<file path="src/xmd_pkg.sv">
`default_nettype none
package xmd_pkg;
  localparam int unsigned XMD_ADDR_W = 16;
  localparam logic [7:0] XMD_BYTE_CLEAR = 8'h00;
  localparam logic [7:0] XMD_BYTE_SET = 8'hFF;
  localparam logic [7:0] XMD_ONE = 8'h01;
  localparam logic [3:0] XMD_BCD_MAX = 4'h9;
  localparam logic [3:0] XMD_BCD_ADJ = 4'h6;
  // Register byte offsets on the bus.
  localparam logic [7:0] XMD_REG_CTRL = 8'h00;
  localparam logic [7:0] XMD_REG_ACC = 8'h04;
  localparam logic [7:0] XMD_REG_FLAGS = 8'h08;
  localparam logic [7:0] XMD_REG_STATUS = 8'h0C;
  localparam logic [7:0] XMD_REG_OPCNT = 8'h10;
  localparam int unsigned XMD_CTRL_EN_BIT = 0;
  localparam int unsigned XMD_STAT_BUSY_BIT = 0;
  localparam int unsigned XMD_STAT_SKIP_BIT = 1;
  localparam logic XMD_CTRL_EN_RST = 1'b1;
  localparam logic [1:0] XMD_RESP_OKAY = 2'h0;
  localparam logic [1:0] XMD_RESP_SLVERR = 2'h2;
  localparam int unsigned XMD_SKIP_CYCLES = 3;

  typedef enum logic [4:0] {
    FAR_CLEAR_OP, FAR_CLEAR_BIT_OP, FAR_SET_OP, FAR_SET_BIT_OP,
    FAR_INVERT_OP, FAR_INVERT_TO_ACC_OP, FAR_DECIMAL_ADJUST_OP,
    FAR_DECREMENT_OP, FAR_DECREMENT_TO_ACC_OP, FAR_INCREMENT_OP, FAR_INCREMENT_TO_ACC_OP,
    FAR_MOVE_TO_ACC_OP, FAR_MOVE_TO_MEM_OP, FAR_BITWISE_UNION_OP, FAR_BITWISE_UNION_TO_MEM_OP,
    FAR_ROTATE_LEFT_OP, FAR_ROTATE_LEFT_TO_ACC_OP, FAR_ROTATE_LEFT_THRU_CARRY_OP,
    FAR_ROTATE_LEFT_THRU_CARRY_ACC_OP, FAR_ROTATE_RIGHT_OP, FAR_ROTATE_RIGHT_TO_ACC_OP,
    FAR_ROTATE_RIGHT_THRU_CARRY_OP, FAR_ROTATE_RIGHT_THRU_CARRY_ACC_OP,
    FAR_SUBTRACT_BORROW_OP, FAR_SUBTRACT_BORROW_TO_MEM_OP,
    FAR_DECREMENT_SKIP_ZERO_OP, FAR_DECREMENT_SKIP_ZERO_ACC_OP, FAR_INCREMENT_SKIP_ZERO_OP
  } xmd_op_t;

  typedef struct packed {
    logic chained_zero_flag;
    logic signed_compare_flag;
    logic signed_range_flag;
    logic zero_flag;
    logic half_carry_flag;
    logic carry_flag;
  } xmd_flags_t;

  localparam xmd_flags_t XMD_FLAGS_RST = '0;
  localparam logic [7:0] XMD_ACC_RST = 8'h00;

  typedef struct packed {
    xmd_op_t op;
    logic [2:0] bit_sel;
    logic [XMD_ADDR_W-1:0] addr;
    logic [7:0] mem_data;
  } xmd_req_t;

  typedef struct packed {
    logic we;
    logic [XMD_ADDR_W-1:0] addr;
    logic [7:0] data;
  } xmd_mem_wr_t;
endpackage
`default_nettype wire

</file>
<file path="src/xmd_datapath.sv">
`timescale 1ns/1ps
`default_nettype none
module xmd_datapath (
  input wire logic ref_clk_i,
  input wire logic resetn_i,
  input wire logic op_valid_i,
  output logic op_ready_o,
  input wire xmd_pkg::xmd_req_t op_req_i,
  output xmd_pkg::xmd_mem_wr_t mem_wr_o,
  output logic done_o,
  output logic skip_next_o,
  output logic [7:0] acc_o,
  output xmd_pkg::xmd_flags_t flags_o,
  input wire logic s_axi_awvalid,
  output logic s_axi_awready,
  input wire logic [7:0] s_axi_awaddr,
  input wire logic s_axi_wvalid,
  output logic s_axi_wready,
  input wire logic [31:0] s_axi_wdata,
  input wire logic [3:0] s_axi_wstrb,
  output logic s_axi_bvalid,
  input wire logic s_axi_bready,
  output logic [1:0] s_axi_bresp,
  input wire logic s_axi_arvalid,
  output logic s_axi_arready,
  input wire logic [7:0] s_axi_araddr,
  output logic s_axi_rvalid,
  input wire logic s_axi_rready,
  output logic [31:0] s_axi_rdata,
  output logic [1:0] s_axi_rresp
);
  import xmd_pkg::*;

  // ----------------------------------------------------------------
  // Helpers
  // ----------------------------------------------------------------
  function automatic logic is_zero(input logic [7:0] v);
    return v == XMD_BYTE_CLEAR;
  endfunction

  function automatic logic is_skip_op(input xmd_op_t o);
    return (o == FAR_DECREMENT_SKIP_ZERO_OP) || (o == FAR_DECREMENT_SKIP_ZERO_ACC_OP) ||
           (o == FAR_INCREMENT_SKIP_ZERO_OP);
  endfunction

  function automatic logic is_mapped(input logic [7:0] a);
    return (a == XMD_REG_CTRL) || (a == XMD_REG_ACC) || (a == XMD_REG_FLAGS) ||
           (a == XMD_REG_STATUS) || (a == XMD_REG_OPCNT);
  endfunction

  // ----------------------------------------------------------------
  // Sequencer state
  // ----------------------------------------------------------------
  typedef enum logic [3:0] {
    S_IDLE = 4'h1,
    S_EXEC = 4'h2,
    S_DUMMY1 = 4'h4,
    S_DUMMY2 = 4'h8
  } xmd_state_t;

  xmd_state_t state_q;
  xmd_state_t state_d;
  xmd_req_t req_q;
  logic [7:0] acc_q;
  xmd_flags_t flags_q;
  logic en_q;
  logic last_skip_q;
  logic [31:0] opcnt_q;
  logic op_take;
  logic wr_fire;
  logic [7:0] wr_addr_q;
  logic [31:0] wr_data_q;
  logic [3:0] wr_strb_q;

  // Result of the operation latched in req_q.
  logic [7:0] res;
  logic wr_acc;
  logic wr_mem;
  logic skip_n;
  xmd_flags_t flags_n;

  assign op_take = op_valid_i && op_ready_o;

  // Mask helper used by the single-bit forms, plus subtract and decimal-adjust helpers.
  logic [7:0] bit_mask;
  logic [8:0] sub_full;
  logic [4:0] sub_half;
  logic [8:0] daa_sum;
  logic lo_adj;
  logic hi_adj;

  always_comb begin
    bit_mask = XMD_ONE << req_q.bit_sel;
    sub_full = {1'b0, acc_q} - {1'b0, req_q.mem_data} - {8'h00, ~flags_q.carry_flag};
    sub_half = {1'b0, acc_q[3:0]} - {1'b0, req_q.mem_data[3:0]} - {4'h0, ~flags_q.carry_flag};
    lo_adj = (acc_q[3:0] > XMD_BCD_MAX) || flags_q.half_carry_flag;
    hi_adj = (acc_q[7:4] > XMD_BCD_MAX) || flags_q.carry_flag;
    daa_sum = {1'b0, acc_q} + {1'b0, (hi_adj ? XMD_BCD_ADJ : 4'h0), (lo_adj ? XMD_BCD_ADJ : 4'h0)};
  end

  always_comb begin
    res = req_q.mem_data;
    wr_acc = 1'b0;
    wr_mem = 1'b0;
    skip_n = 1'b0;
    flags_n = flags_q;
    unique case (req_q.op)
      FAR_CLEAR_OP: begin
        res = XMD_BYTE_CLEAR;
        wr_mem = 1'b1;
      end
      FAR_CLEAR_BIT_OP: begin
        res = req_q.mem_data & ~bit_mask;
        wr_mem = 1'b1;
      end
      FAR_SET_OP: begin
        res = XMD_BYTE_SET;
        wr_mem = 1'b1;
      end
      FAR_SET_BIT_OP: begin
        res = req_q.mem_data | bit_mask;
        wr_mem = 1'b1;
      end
      FAR_INVERT_OP, FAR_INVERT_TO_ACC_OP: begin
        res = ~req_q.mem_data;
        wr_mem = (req_q.op == FAR_INVERT_OP);
        wr_acc = !wr_mem;
        flags_n.zero_flag = is_zero(res);
      end
      FAR_DECIMAL_ADJUST_OP: begin
        res = daa_sum[7:0];
        wr_mem = 1'b1;
        flags_n.carry_flag = flags_q.carry_flag | daa_sum[8];
      end
      FAR_DECREMENT_OP, FAR_DECREMENT_TO_ACC_OP: begin
        res = req_q.mem_data - XMD_ONE;
        wr_mem = (req_q.op == FAR_DECREMENT_OP);
        wr_acc = !wr_mem;
        flags_n.zero_flag = is_zero(res);
      end
      FAR_INCREMENT_OP, FAR_INCREMENT_TO_ACC_OP: begin
        res = req_q.mem_data + XMD_ONE;
        wr_mem = (req_q.op == FAR_INCREMENT_OP);
        wr_acc = !wr_mem;
        flags_n.zero_flag = is_zero(res);
      end
      FAR_MOVE_TO_ACC_OP: begin
        res = req_q.mem_data;
        wr_acc = 1'b1;
      end
      FAR_MOVE_TO_MEM_OP: begin
        res = acc_q;
        wr_mem = 1'b1;
      end
      FAR_BITWISE_UNION_OP, FAR_BITWISE_UNION_TO_MEM_OP: begin
        res = acc_q | req_q.mem_data;
        wr_mem = (req_q.op == FAR_BITWISE_UNION_TO_MEM_OP);
        wr_acc = !wr_mem;
        flags_n.zero_flag = is_zero(res);
      end
      FAR_ROTATE_LEFT_OP, FAR_ROTATE_LEFT_TO_ACC_OP: begin
        res = {req_q.mem_data[6:0], req_q.mem_data[7]};
        wr_mem = (req_q.op == FAR_ROTATE_LEFT_OP);
        wr_acc = !wr_mem;
      end
      FAR_ROTATE_LEFT_THRU_CARRY_OP, FAR_ROTATE_LEFT_THRU_CARRY_ACC_OP: begin
        res = {req_q.mem_data[6:0], flags_q.carry_flag};
        wr_mem = (req_q.op == FAR_ROTATE_LEFT_THRU_CARRY_OP);
        wr_acc = !wr_mem;
        flags_n.carry_flag = req_q.mem_data[7];
      end
      FAR_ROTATE_RIGHT_OP, FAR_ROTATE_RIGHT_TO_ACC_OP: begin
        res = {req_q.mem_data[0], req_q.mem_data[7:1]};
        wr_mem = (req_q.op == FAR_ROTATE_RIGHT_OP);
        wr_acc = !wr_mem;
      end
      FAR_ROTATE_RIGHT_THRU_CARRY_OP, FAR_ROTATE_RIGHT_THRU_CARRY_ACC_OP: begin
        res = {flags_q.carry_flag, req_q.mem_data[7:1]};
        wr_mem = (req_q.op == FAR_ROTATE_RIGHT_THRU_CARRY_OP);
        wr_acc = !wr_mem;
        flags_n.carry_flag = req_q.mem_data[0];
      end
      FAR_SUBTRACT_BORROW_OP, FAR_SUBTRACT_BORROW_TO_MEM_OP: begin
        res = sub_full[7:0];
        wr_mem = (req_q.op == FAR_SUBTRACT_BORROW_TO_MEM_OP);
        wr_acc = !wr_mem;
        flags_n.carry_flag = !sub_full[8];
        flags_n.half_carry_flag = !sub_half[4];
        flags_n.signed_range_flag = (acc_q[7] != req_q.mem_data[7]) && (sub_full[7] != acc_q[7]);
        flags_n.signed_compare_flag = flags_n.signed_range_flag ^ sub_full[7];
        flags_n.zero_flag = is_zero(res);
        // Chaining lets a multi-byte subtract report zero only if every byte was zero.
        flags_n.chained_zero_flag = is_zero(res) && flags_q.chained_zero_flag;
      end
      FAR_DECREMENT_SKIP_ZERO_OP, FAR_DECREMENT_SKIP_ZERO_ACC_OP: begin
        res = req_q.mem_data - XMD_ONE;
        wr_mem = (req_q.op == FAR_DECREMENT_SKIP_ZERO_OP);
        wr_acc = !wr_mem;
        skip_n = is_zero(res);
      end
      FAR_INCREMENT_SKIP_ZERO_OP: begin
        res = req_q.mem_data + XMD_ONE;
        wr_mem = 1'b1;
        skip_n = is_zero(res);
      end
      default: begin
        res = req_q.mem_data;
      end
    endcase
  end

  // ----------------------------------------------------------------
  // State machine
  // ----------------------------------------------------------------
  always_comb begin
    state_d = state_q;
    unique case (state_q)
      S_IDLE: if (op_take) state_d = S_EXEC;
      S_EXEC: state_d = is_skip_op(req_q.op) ? S_DUMMY1 : S_IDLE;
      S_DUMMY1: state_d = S_DUMMY2;
      S_DUMMY2: state_d = S_IDLE;
      default: state_d = S_IDLE;
    endcase
  end

  always_ff @(posedge ref_clk_i or negedge resetn_i) begin
    if (!resetn_i) begin
      state_q <= S_IDLE;
    end else begin
      state_q <= state_d;
    end
  end

  always_ff @(posedge ref_clk_i or negedge resetn_i) begin
    if (!resetn_i) begin
      op_ready_o <= 1'b0;
    end else begin
      op_ready_o <= (state_d == S_IDLE) && en_q;
    end
  end

  always_ff @(posedge ref_clk_i or negedge resetn_i) begin
    if (!resetn_i) begin
      req_q <= '0;
    end else if (op_take) begin
      req_q <= op_req_i;
    end
  end

  // ----------------------------------------------------------------
  // Results towards memory and the sequencer
  // ----------------------------------------------------------------
  always_ff @(posedge ref_clk_i or negedge resetn_i) begin
    if (!resetn_i) begin
      mem_wr_o <= '0;
      done_o <= 1'b0;
      skip_next_o <= 1'b0;
      last_skip_q <= 1'b0;
    end else begin
      mem_wr_o.we <= (state_q == S_EXEC) && wr_mem;
      mem_wr_o.addr <= req_q.addr;
      mem_wr_o.data <= res;
      done_o <= ((state_q == S_EXEC) && !is_skip_op(req_q.op)) || (state_q == S_DUMMY2);
      skip_next_o <= (state_q == S_DUMMY2) && last_skip_q;
      if (state_q == S_EXEC) begin
        last_skip_q <= skip_n;
      end
    end
  end

  // The datapath owns accumulator and flags in the execute cycle; bus writes wait it out.
  always_ff @(posedge ref_clk_i or negedge resetn_i) begin
    if (!resetn_i) begin
      acc_q <= XMD_ACC_RST;
      flags_q <= XMD_FLAGS_RST;
      en_q <= XMD_CTRL_EN_RST;
    end else if (state_q == S_EXEC) begin
      if (wr_acc) begin
        acc_q <= res;
      end
      flags_q <= flags_n;
    end else if (wr_fire && wr_strb_q[0]) begin
      if (wr_addr_q == XMD_REG_ACC) acc_q <= wr_data_q[7:0];
      if (wr_addr_q == XMD_REG_FLAGS) flags_q <= wr_data_q[5:0];
      if (wr_addr_q == XMD_REG_CTRL) en_q <= wr_data_q[XMD_CTRL_EN_BIT];
    end
  end

  always_ff @(posedge ref_clk_i or negedge resetn_i) begin
    if (!resetn_i) begin
      opcnt_q <= '0;
    end else if (done_o) begin
      opcnt_q <= opcnt_q + 32'h00000001;
    end
  end

  assign acc_o = acc_q;
  assign flags_o = flags_q;

  // ----------------------------------------------------------------
  // Register bus slave
  // ----------------------------------------------------------------
  logic aw_full_q;
  logic w_full_q;
  logic aw_take;
  logic w_take;
  logic ar_take;

  assign aw_take = s_axi_awvalid && s_axi_awready;
  assign w_take = s_axi_wvalid && s_axi_wready;
  assign ar_take = s_axi_arvalid && s_axi_arready;
  assign wr_fire = aw_full_q && w_full_q && (state_q != S_EXEC);

  always_ff @(posedge ref_clk_i or negedge resetn_i) begin
    if (!resetn_i) begin
      aw_full_q <= 1'b0;
      w_full_q <= 1'b0;
      wr_addr_q <= '0;
      wr_data_q <= '0;
      wr_strb_q <= '0;
      s_axi_awready <= 1'b0;
      s_axi_wready <= 1'b0;
      s_axi_bvalid <= 1'b0;
      s_axi_bresp <= XMD_RESP_OKAY;
    end else begin
      if (aw_take) begin
        wr_addr_q <= s_axi_awaddr;
      end
      if (w_take) begin
        wr_data_q <= s_axi_wdata;
        wr_strb_q <= s_axi_wstrb;
      end
      aw_full_q <= (aw_full_q || aw_take) && !wr_fire;
      w_full_q <= (w_full_q || w_take) && !wr_fire;
      s_axi_awready <= !(aw_full_q || aw_take) && !s_axi_bvalid && !wr_fire;
      s_axi_wready <= !(w_full_q || w_take) && !s_axi_bvalid && !wr_fire;
      if (wr_fire) begin
        s_axi_bvalid <= 1'b1;
        s_axi_bresp <= is_mapped(wr_addr_q) ? XMD_RESP_OKAY : XMD_RESP_SLVERR;
      end else if (s_axi_bready) begin
        s_axi_bvalid <= 1'b0;
      end
    end
  end

  always_ff @(posedge ref_clk_i or negedge resetn_i) begin
    if (!resetn_i) begin
      s_axi_arready <= 1'b0;
      s_axi_rvalid <= 1'b0;
      s_axi_rdata <= '0;
      s_axi_rresp <= XMD_RESP_OKAY;
    end else begin
      s_axi_arready <= !ar_take && !(s_axi_rvalid && !s_axi_rready);
      if (ar_take) begin
        s_axi_rvalid <= 1'b1;
        s_axi_rresp <= is_mapped(s_axi_araddr) ? XMD_RESP_OKAY : XMD_RESP_SLVERR;
        unique case (s_axi_araddr)
          XMD_REG_CTRL: s_axi_rdata <= {31'h0, en_q};
          XMD_REG_ACC: s_axi_rdata <= {24'h0, acc_q};
          XMD_REG_FLAGS: s_axi_rdata <= {26'h0, flags_q};
          XMD_REG_STATUS: s_axi_rdata <= {30'h0, last_skip_q, state_q != S_IDLE};
          XMD_REG_OPCNT: s_axi_rdata <= opcnt_q;
          default: s_axi_rdata <= '0;
        endcase
      end else if (s_axi_rready) begin
        s_axi_rvalid <= 1'b0;
      end
    end
  end

  logic ex;
  assign ex = (state_q == S_EXEC);
endmodule // xmd_datapath
`default_nettype wire

</file>
<file path="config.mk">
export PLATFORM = sky130hd
export DESIGN_NAME = xmd_datapath
export DESIGN_NICKNAME = d
export VERILOG_FILES = /design/src/xmd_pkg.sv /design/src/xmd_datapath.sv
export SDC_FILE = /design/constraint.sdc
export NUM_CORES = 1
export LEC_CHECK = 0
export ABC_AREA = 1
export BUFFER_PORTS_ARGS = -buffer_cell sky130_fd_sc_hd__buf_2
export CAP_MARGIN = 20
export CORE_MARGIN = 1
export CORE_UTILIZATION = 57
export DETAILED_ROUTE_END_ITERATION = 12
export GPL_TIMING_DRIVEN = 0
export PLACE_DENSITY = 0.81
export SKIP_LAST_GASP = 1
export SLEW_MARGIN = 20
export SYNTH_ARGS = -nofsm -noshare
export SYNTH_HDL_FRONTEND = slang
export SYNTH_SLANG_ARGS = --single-unit
</file>
<file path="constraint.sdc">
create_clock -name ref_clk_i -period 3.25 [get_ports ref_clk_i]
set_input_delay 0.1625 -clock ref_clk_i [delete_from_list [all_inputs] [get_ports ref_clk_i]]
set_output_delay 0.1625 -clock ref_clk_i [all_outputs]
set_load 0.005 [all_outputs]
</file>
Word level (Yosys, flattened, before mapping)
Index checks and enable logic that the tools add are counted.
{"block": "op_classes", "addsub": 8, "magnitude_cmp": 2, "shifts": 1, "n_mux": 27, "n_bitwise": 9, "n_eq_ne": 48, "n_reduce_logical": 87}
{"cell": "32-bit one-hot mux with 5 select lines", "count": 1}
{"cell": "8-bit one-hot mux with 15 select lines", "count": 1}
{"cell": "5-bit == test (second input constant)", "count": 12}
{"cell": "8-bit zero test", "count": 7}
{"cell": "5-bit by 4-bit == test with 1-bit output (second input constant)", "count": 8}
{"cell": "32-bit by 1-bit adder with 32-bit output (second input constant)", "count": 1}
{"cell": "8-bit by 4-bit == test with 1-bit output (second input constant)", "count": 4}
{"cell": "8-bit two-way mux", "count": 4}
{"cell": "1-bit one-hot mux with 11 select lines", "count": 2}
{"cell": "1-bit logical AND", "count": 21}
{"cell": "5-bit by 3-bit == test with 1-bit output (second input constant)", "count": 4}
{"cell": "1-bit zero test", "count": 20}
{"cell": "2-bit OR reduction", "count": 10}
{"cell": "6-bit two-way mux", "count": 3}
{"cell": "8-bit by 3-bit == test with 1-bit output (second input constant)", "count": 2}
{"cell": "8-bit by 5-bit == test with 1-bit output (second input constant)", "count": 2}
{"cell": "8-bit inverter", "count": 2}
{"cell": "8-bit bitwise OR", "count": 2}
{"cell": "1-bit logical OR", "count": 15}
{"cell": "3-bit AND reduction", "count": 5}
{"cell": "3-bit two-way mux", "count": 4}
{"cell": "4-bit one-hot mux with 3 select lines", "count": 1}
{"cell": "5-bit by 2-bit == test with 1-bit output (second input constant)", "count": 2}
{"cell": "2-bit nonzero test", "count": 5}
{"cell": "35 further kinds", "count": 44}
{"block": "totals", "ff_bits": 172}

Logic depth before layout (Yosys ltp)
{"block": "logic_depth", "word_depth": 7, "depth_mapped": 19}

Least setup slack after synthesis
Ideal clock, no wire load.
{"block": "synth_timing", "path_type": "register to register", "start": "reg flags_q (netlist bit flags_o[0])", "end": "reg acc_q[4], in the netlist acc_o[4]", "path_stages_with_launch": 19, "synth_period_minus_slack_ps": 2550, "setup_slack_ps": 700, "required_ps": 3177, "t_arrival_ps": 2477, "path_buffers": 0, "cell_sequence": "dfrtp_1 -> inv_1 -> fa_1 -> inv_1 -> ha_1 -> inv_1 -> nand2_1 -> inv_1 -> fa_1 -> nand2_1 -> nand2_1 -> nand2_1 -> xor2_1 -> nand2_1 -> nand3_1 -> nor2_1 -> nand2_2 -> nand2_1 -> a21oi_2"}
{"block": "synth_via", "elab_chain_len": 5}
{"item": "start, declared", "line": "xmd_datapath.sv:65", "source": "xmd_flags_t flags_q;"}
{"item": "start signal, assigned", "line": "xmd_datapath.sv:281", "source": "flags_q <= flags_n;"}
{"item": "start signal, assigned", "line": "xmd_datapath.sv:284", "source": "if (wr_addr_q == XMD_REG_FLAGS) flags_q <= wr_data_q[5:0];"}
{"item": "1-bit inverter", "line": "xmd_datapath.sv:94", "source": "sub_full = {1'b0, acc_q} - {1'b0, req_q.mem_data} - {8'h00, ~flags_q.carry_flag};"}
{"item": "9-bit by 1-bit subtractor with 9-bit output", "line": "xmd_datapath.sv:94"}
{"item": "8-bit one-hot mux with 15 select lines", "line": "xmd_datapath.sv:107", "source": "unique case (req_q.op)"}
{"item": "via res[4]", "line": "xmd_datapath.sv:76", "source": "logic [7:0] res;"}
{"item": "8-bit two-way mux", "line": "xmd_datapath.sv:278", "source": "if (wr_acc) begin"}
{"item": "8-bit two-way mux", "line": "xmd_datapath.sv:277", "source": "end else if (state_q == S_EXEC) begin"}
{"item": "end signal, assigned", "line": "xmd_datapath.sv:279", "source": "acc_q <= res;"}
{"item": "end signal, assigned", "line": "xmd_datapath.sv:283", "source": "if (wr_addr_q == XMD_REG_ACC) acc_q <= wr_data_q[7:0];"}
{"item": "end, declared", "line": "xmd_datapath.sv:64", "source": "logic [7:0] acc_q;"}
The timed path passes the listed nets, and every way through them passes these cells. The select of a mux whose other input is x is not followed.
A chain may end at the register's enable or synchronous reset.

Final worst setup path
{"block": "layout_timing", "start": "reg acc_q[0], in the netlist acc_o[0]", "end": "reg acc_q[6], in the netlist acc_o[6]"}
{"block": "layout_via", "elab_chain_len": 7, "elab_cells_between_ends": 9, "classes_between": "add/sub: 3; order compare: 1; mux: 4; reduce/logical: 1"}
{"item": "parallel branches: the longest is 4 deep, another holds 8-bit by 8-bit subtractor with 9-bit output"}
{"item": "8-bit one-hot mux with 15 select lines *", "line": "xmd_datapath.sv:107"}
{"item": "8-bit two-way mux *", "line": "xmd_datapath.sv:278"}
{"item": "8-bit two-way mux *", "line": "xmd_datapath.sv:277"}
Mark *: on every way between the ends. The select of a mux whose other input is x is not followed.

==> impl_results.md <==
- Status: finished, final reports clean
- Row count: 47
- VDD IR-drop max: 507 uV
- Worst-margin pin slew: 0.697 ns
- CTS max path bufs: 2
- Number of antenna violations at the first check in global routing: 0
- NumNets Final: 1,535
- Vias in the first global route: 8,748
- Num ports: 175
- First-pass GRT wire length: 45,200 um
- CP Class: register to register
- Max-slew violations: 0
- Netlist cell types: 52
- DRC violations left: 0
- CTS root buf: clkbuf_16
- Synth Instances: 1,195
- Synth Warn #: 0
- Area leader, netlist: dfrtp_1
- Hpwl dp: 20,900 um
- Fin area: 11,800 um2
- Crit path max fanout: 4
- Gr busiest metal: met2
- Seq/Total Area, Yosys: 44.5%
- Via count: 9,125
- PwrDens: 850 nW/um2
- Synth Cell Area: 9570 um2
- Leakage: 6.12 nW
- Share of cells above drive strength 1: 20.9%
- Ys flop type: dfrtp_1
- Slew headroom: 53.2%
- Clock transition at the registers of the reported paths: 0.07 ns
- Final worst path period need: 3.11 ns
- Gp weighted congestion: 1.03
- Final setup fails: 0
- Iter 0 DRT Violations: 914
- Maxcap violations: 0
- Placed cells: 1,562
- Final worst-path cycle share: 95.8%
- Pin count of the biggest net entering global routing: 94
- GRT Util Overall: 33.5%
- Routed wire length: 28,300 um
- Synth top area share: 43.9%
- Setup crit start kind: register
- Commonest cells post-synth: 282 x nand2_1, 168 x dfrtp_1, 143 x nor2_1
- Setup Skew: 0.0109 ns
- Starting Density: 58.1%
- Die width: 132 um
- Cell with the most instances after synthesis: nand2_1
- Setup repair after global routing missed its margin: yes
- Fin cells: 1,643
- Core area: 16,500 um2
- Ys async rst share: 100%
- IO buf count: 145
- Area grow syn2layout: 22.8%
- Hold Fails Final Rpt: 0
- DR pass1 iterations: 5
- M3 GR Usage: 7.06%
- Worst setup EP type: register
- Placement Cell Area: 10,600 um2
- Tot Pwr: 9.99 mW
- Setup ws final: 0.136 ns
- CTS Buf Count: 17
- Diode count: 0
- Latest clock arrival within the worst-skew pair: 0.43 ns
- Wire per inst: 17.2 um
- Required time of the critical path: 3.57 ns
- Synth area leaders: dfrtp_1 44%, nand2_1 11%, nor2_1 5.6%, inv_1 5.3%, nand3_1 4.2%
- CTS sink cnt: 170
- Max Freq: 0.321 GHz
- Die Span Y: 132 um
- Drt via density: 5.55
- Met1 GRT Util: 45.7%
- Post-synth EDFFs: 0
- Worst hold slack: 0.00814 ns
- H-tree Lvls: 4
- Met2 Use GR: 53.2%
- Die area: 17,300 um2
- CTS tree: yes
- Synth Register Bits: 170
- CP arrival: 3.43 ns
- Syn avg cell area: 8.01 um2
- Pre-CTS setup slack: 0.0168 ns
- Congestion Overflow GR: 0
- Final ANT Viol Nets: 0
- Hold crit path type: input pin to register
-- cell usage in the layout (no fill, tap or decap), types with 7 or more instances in the layout --
master	instances
nand2_1	282
dfrtp_1	166
buf_2	151
nor2_1	143
inv_1	133
nand3_1	81
a21oi_1	50
dlygate4sd3_1	44
o21ai_0	33
ha_1	29
nand4_1	28
xor2_1	28
mux2_2	24
nand2_2	21
nor3_1	20
clkbuf_1	17
clkbuf_16	17
o31ai_1	16
inv_2	12
nand3_2	8
buf_4	8
nor2_2	7
-- per-stage QoR --
stage | utilization [%] | setup TNS (ns)
2_1_floorplan | - | 0
3_3_place_gp | 64.2 | -89.20
3_5_place_dp | 64.5 | 0
4_1_cts | 71.0 | 0
5_1_grt | 71.4 | -0.103
6_report | 71.4 | 0
-- report_power, final --
part           internal (mW)  leakage [nW]  switching (mW)
logic                   1.61          3.64            3.09
clock network           1.33         0.315           0.916
registers               2.65          2.17           0.395
total                   5.59          6.12            4.40
-- sequential cells by signal, summed over array words and instances (netlist names), 4 cells and up --
| name | count |
|---|---|
| s_axi_rdata | 32 |
| flags_o | 6 |
| state_q | 4 |
| acc_o | 8 |
| req_q | 32 |
| opcnt_q | 32 |
| wr_addr_q | 8 |
| wr_data_q | 8 |
| mem_wr_o | 25 |
-- kinds of logic after synthesis --
| group | synth area share (%) |
|---|---|
| buf+inv | 7.62 |
| mux | 2.82 |
| other cells | 0.0392 |
| fa+ha+maj | 4.42 |
| compound gates | 8.47 |
| simple gates | 29.3 |
| flops | 44.5 |
| xor+xnor | 2.84 |
-- what timing repair did --
action	CTS	global route
setup buffers	0	6
hold buffers	44	0
setup endpoints to repair	1	9
gates resized for setup	1	5
hold endpoints to repair	120	0
pin swaps	0	3
-- worst paths after layout --
path                                       from         endpoint  slack, ns  cells past startpoint
worst max-delay path                   acc_o[0]         acc_o[6]       0.14                     18
worst min-delay path            s_axi_awaddr[3]     wr_addr_q[3]      0.008                      3
worst max register to register         acc_o[0]         acc_o[6]       0.14                     18
worst min register to register        req_q[21]     mem_wr_o[21]       0.37                      0
max in group asynchronous              resetn_i       state_q[0]       2.10                      3
min in group asynchronous              resetn_i  s_axi_rdata[30]       0.30                      2
-- per-layer routing --
| metal | wire length [um] | part of all wire (%) | vias to the layer above |
|---|---|---|---|
| met5 | 0 | 0 | - |
| met4 | 588 | 2.1 | 0 |
| met3 | 2360 | 8.4 | 46 |
| met2 | 13200 | 47 | 407 |
| met1 | 12200 | 43 | 4360 |
| li1 | - | - | 4312 |
-- layout make-up --
| class | count | area [um2] |
|---|---|---|
| clock inverters | 13 | 204 |
| well taps | 220 | 275 |
| plain buffers | 33 | 171 |
| fillers | 1314 | 4710 |
| flip-flops and latches | 170 | 4260 |
| clock buffers | 18 | 439 |
| repair buffers | 196 | 1250 |
| inverters | 149 | 567 |
| multi-input cells | 844 | 4590 |
-- worst max-delay path: stages, from the launching register on --
cell	delay, ns
dfrtp_2	0.40
clkinvlp_4	0.17
fa_1	0.54
inv_1	0.08
ha_1	0.13
inv_1	0.04
nand2_1	0.11
inv_1	0.06
fa_1	0.37
inv_1	0.10
nand3_1	0.12
nand4_1	0.09
nand2_1	0.10
nand2_1	0.12
nand4_1	0.11
nor2_1	0.16
nand4_1	0.15
nand2_1	0.10
nand2_1	0.05
(Power assumes the default switching activity.)
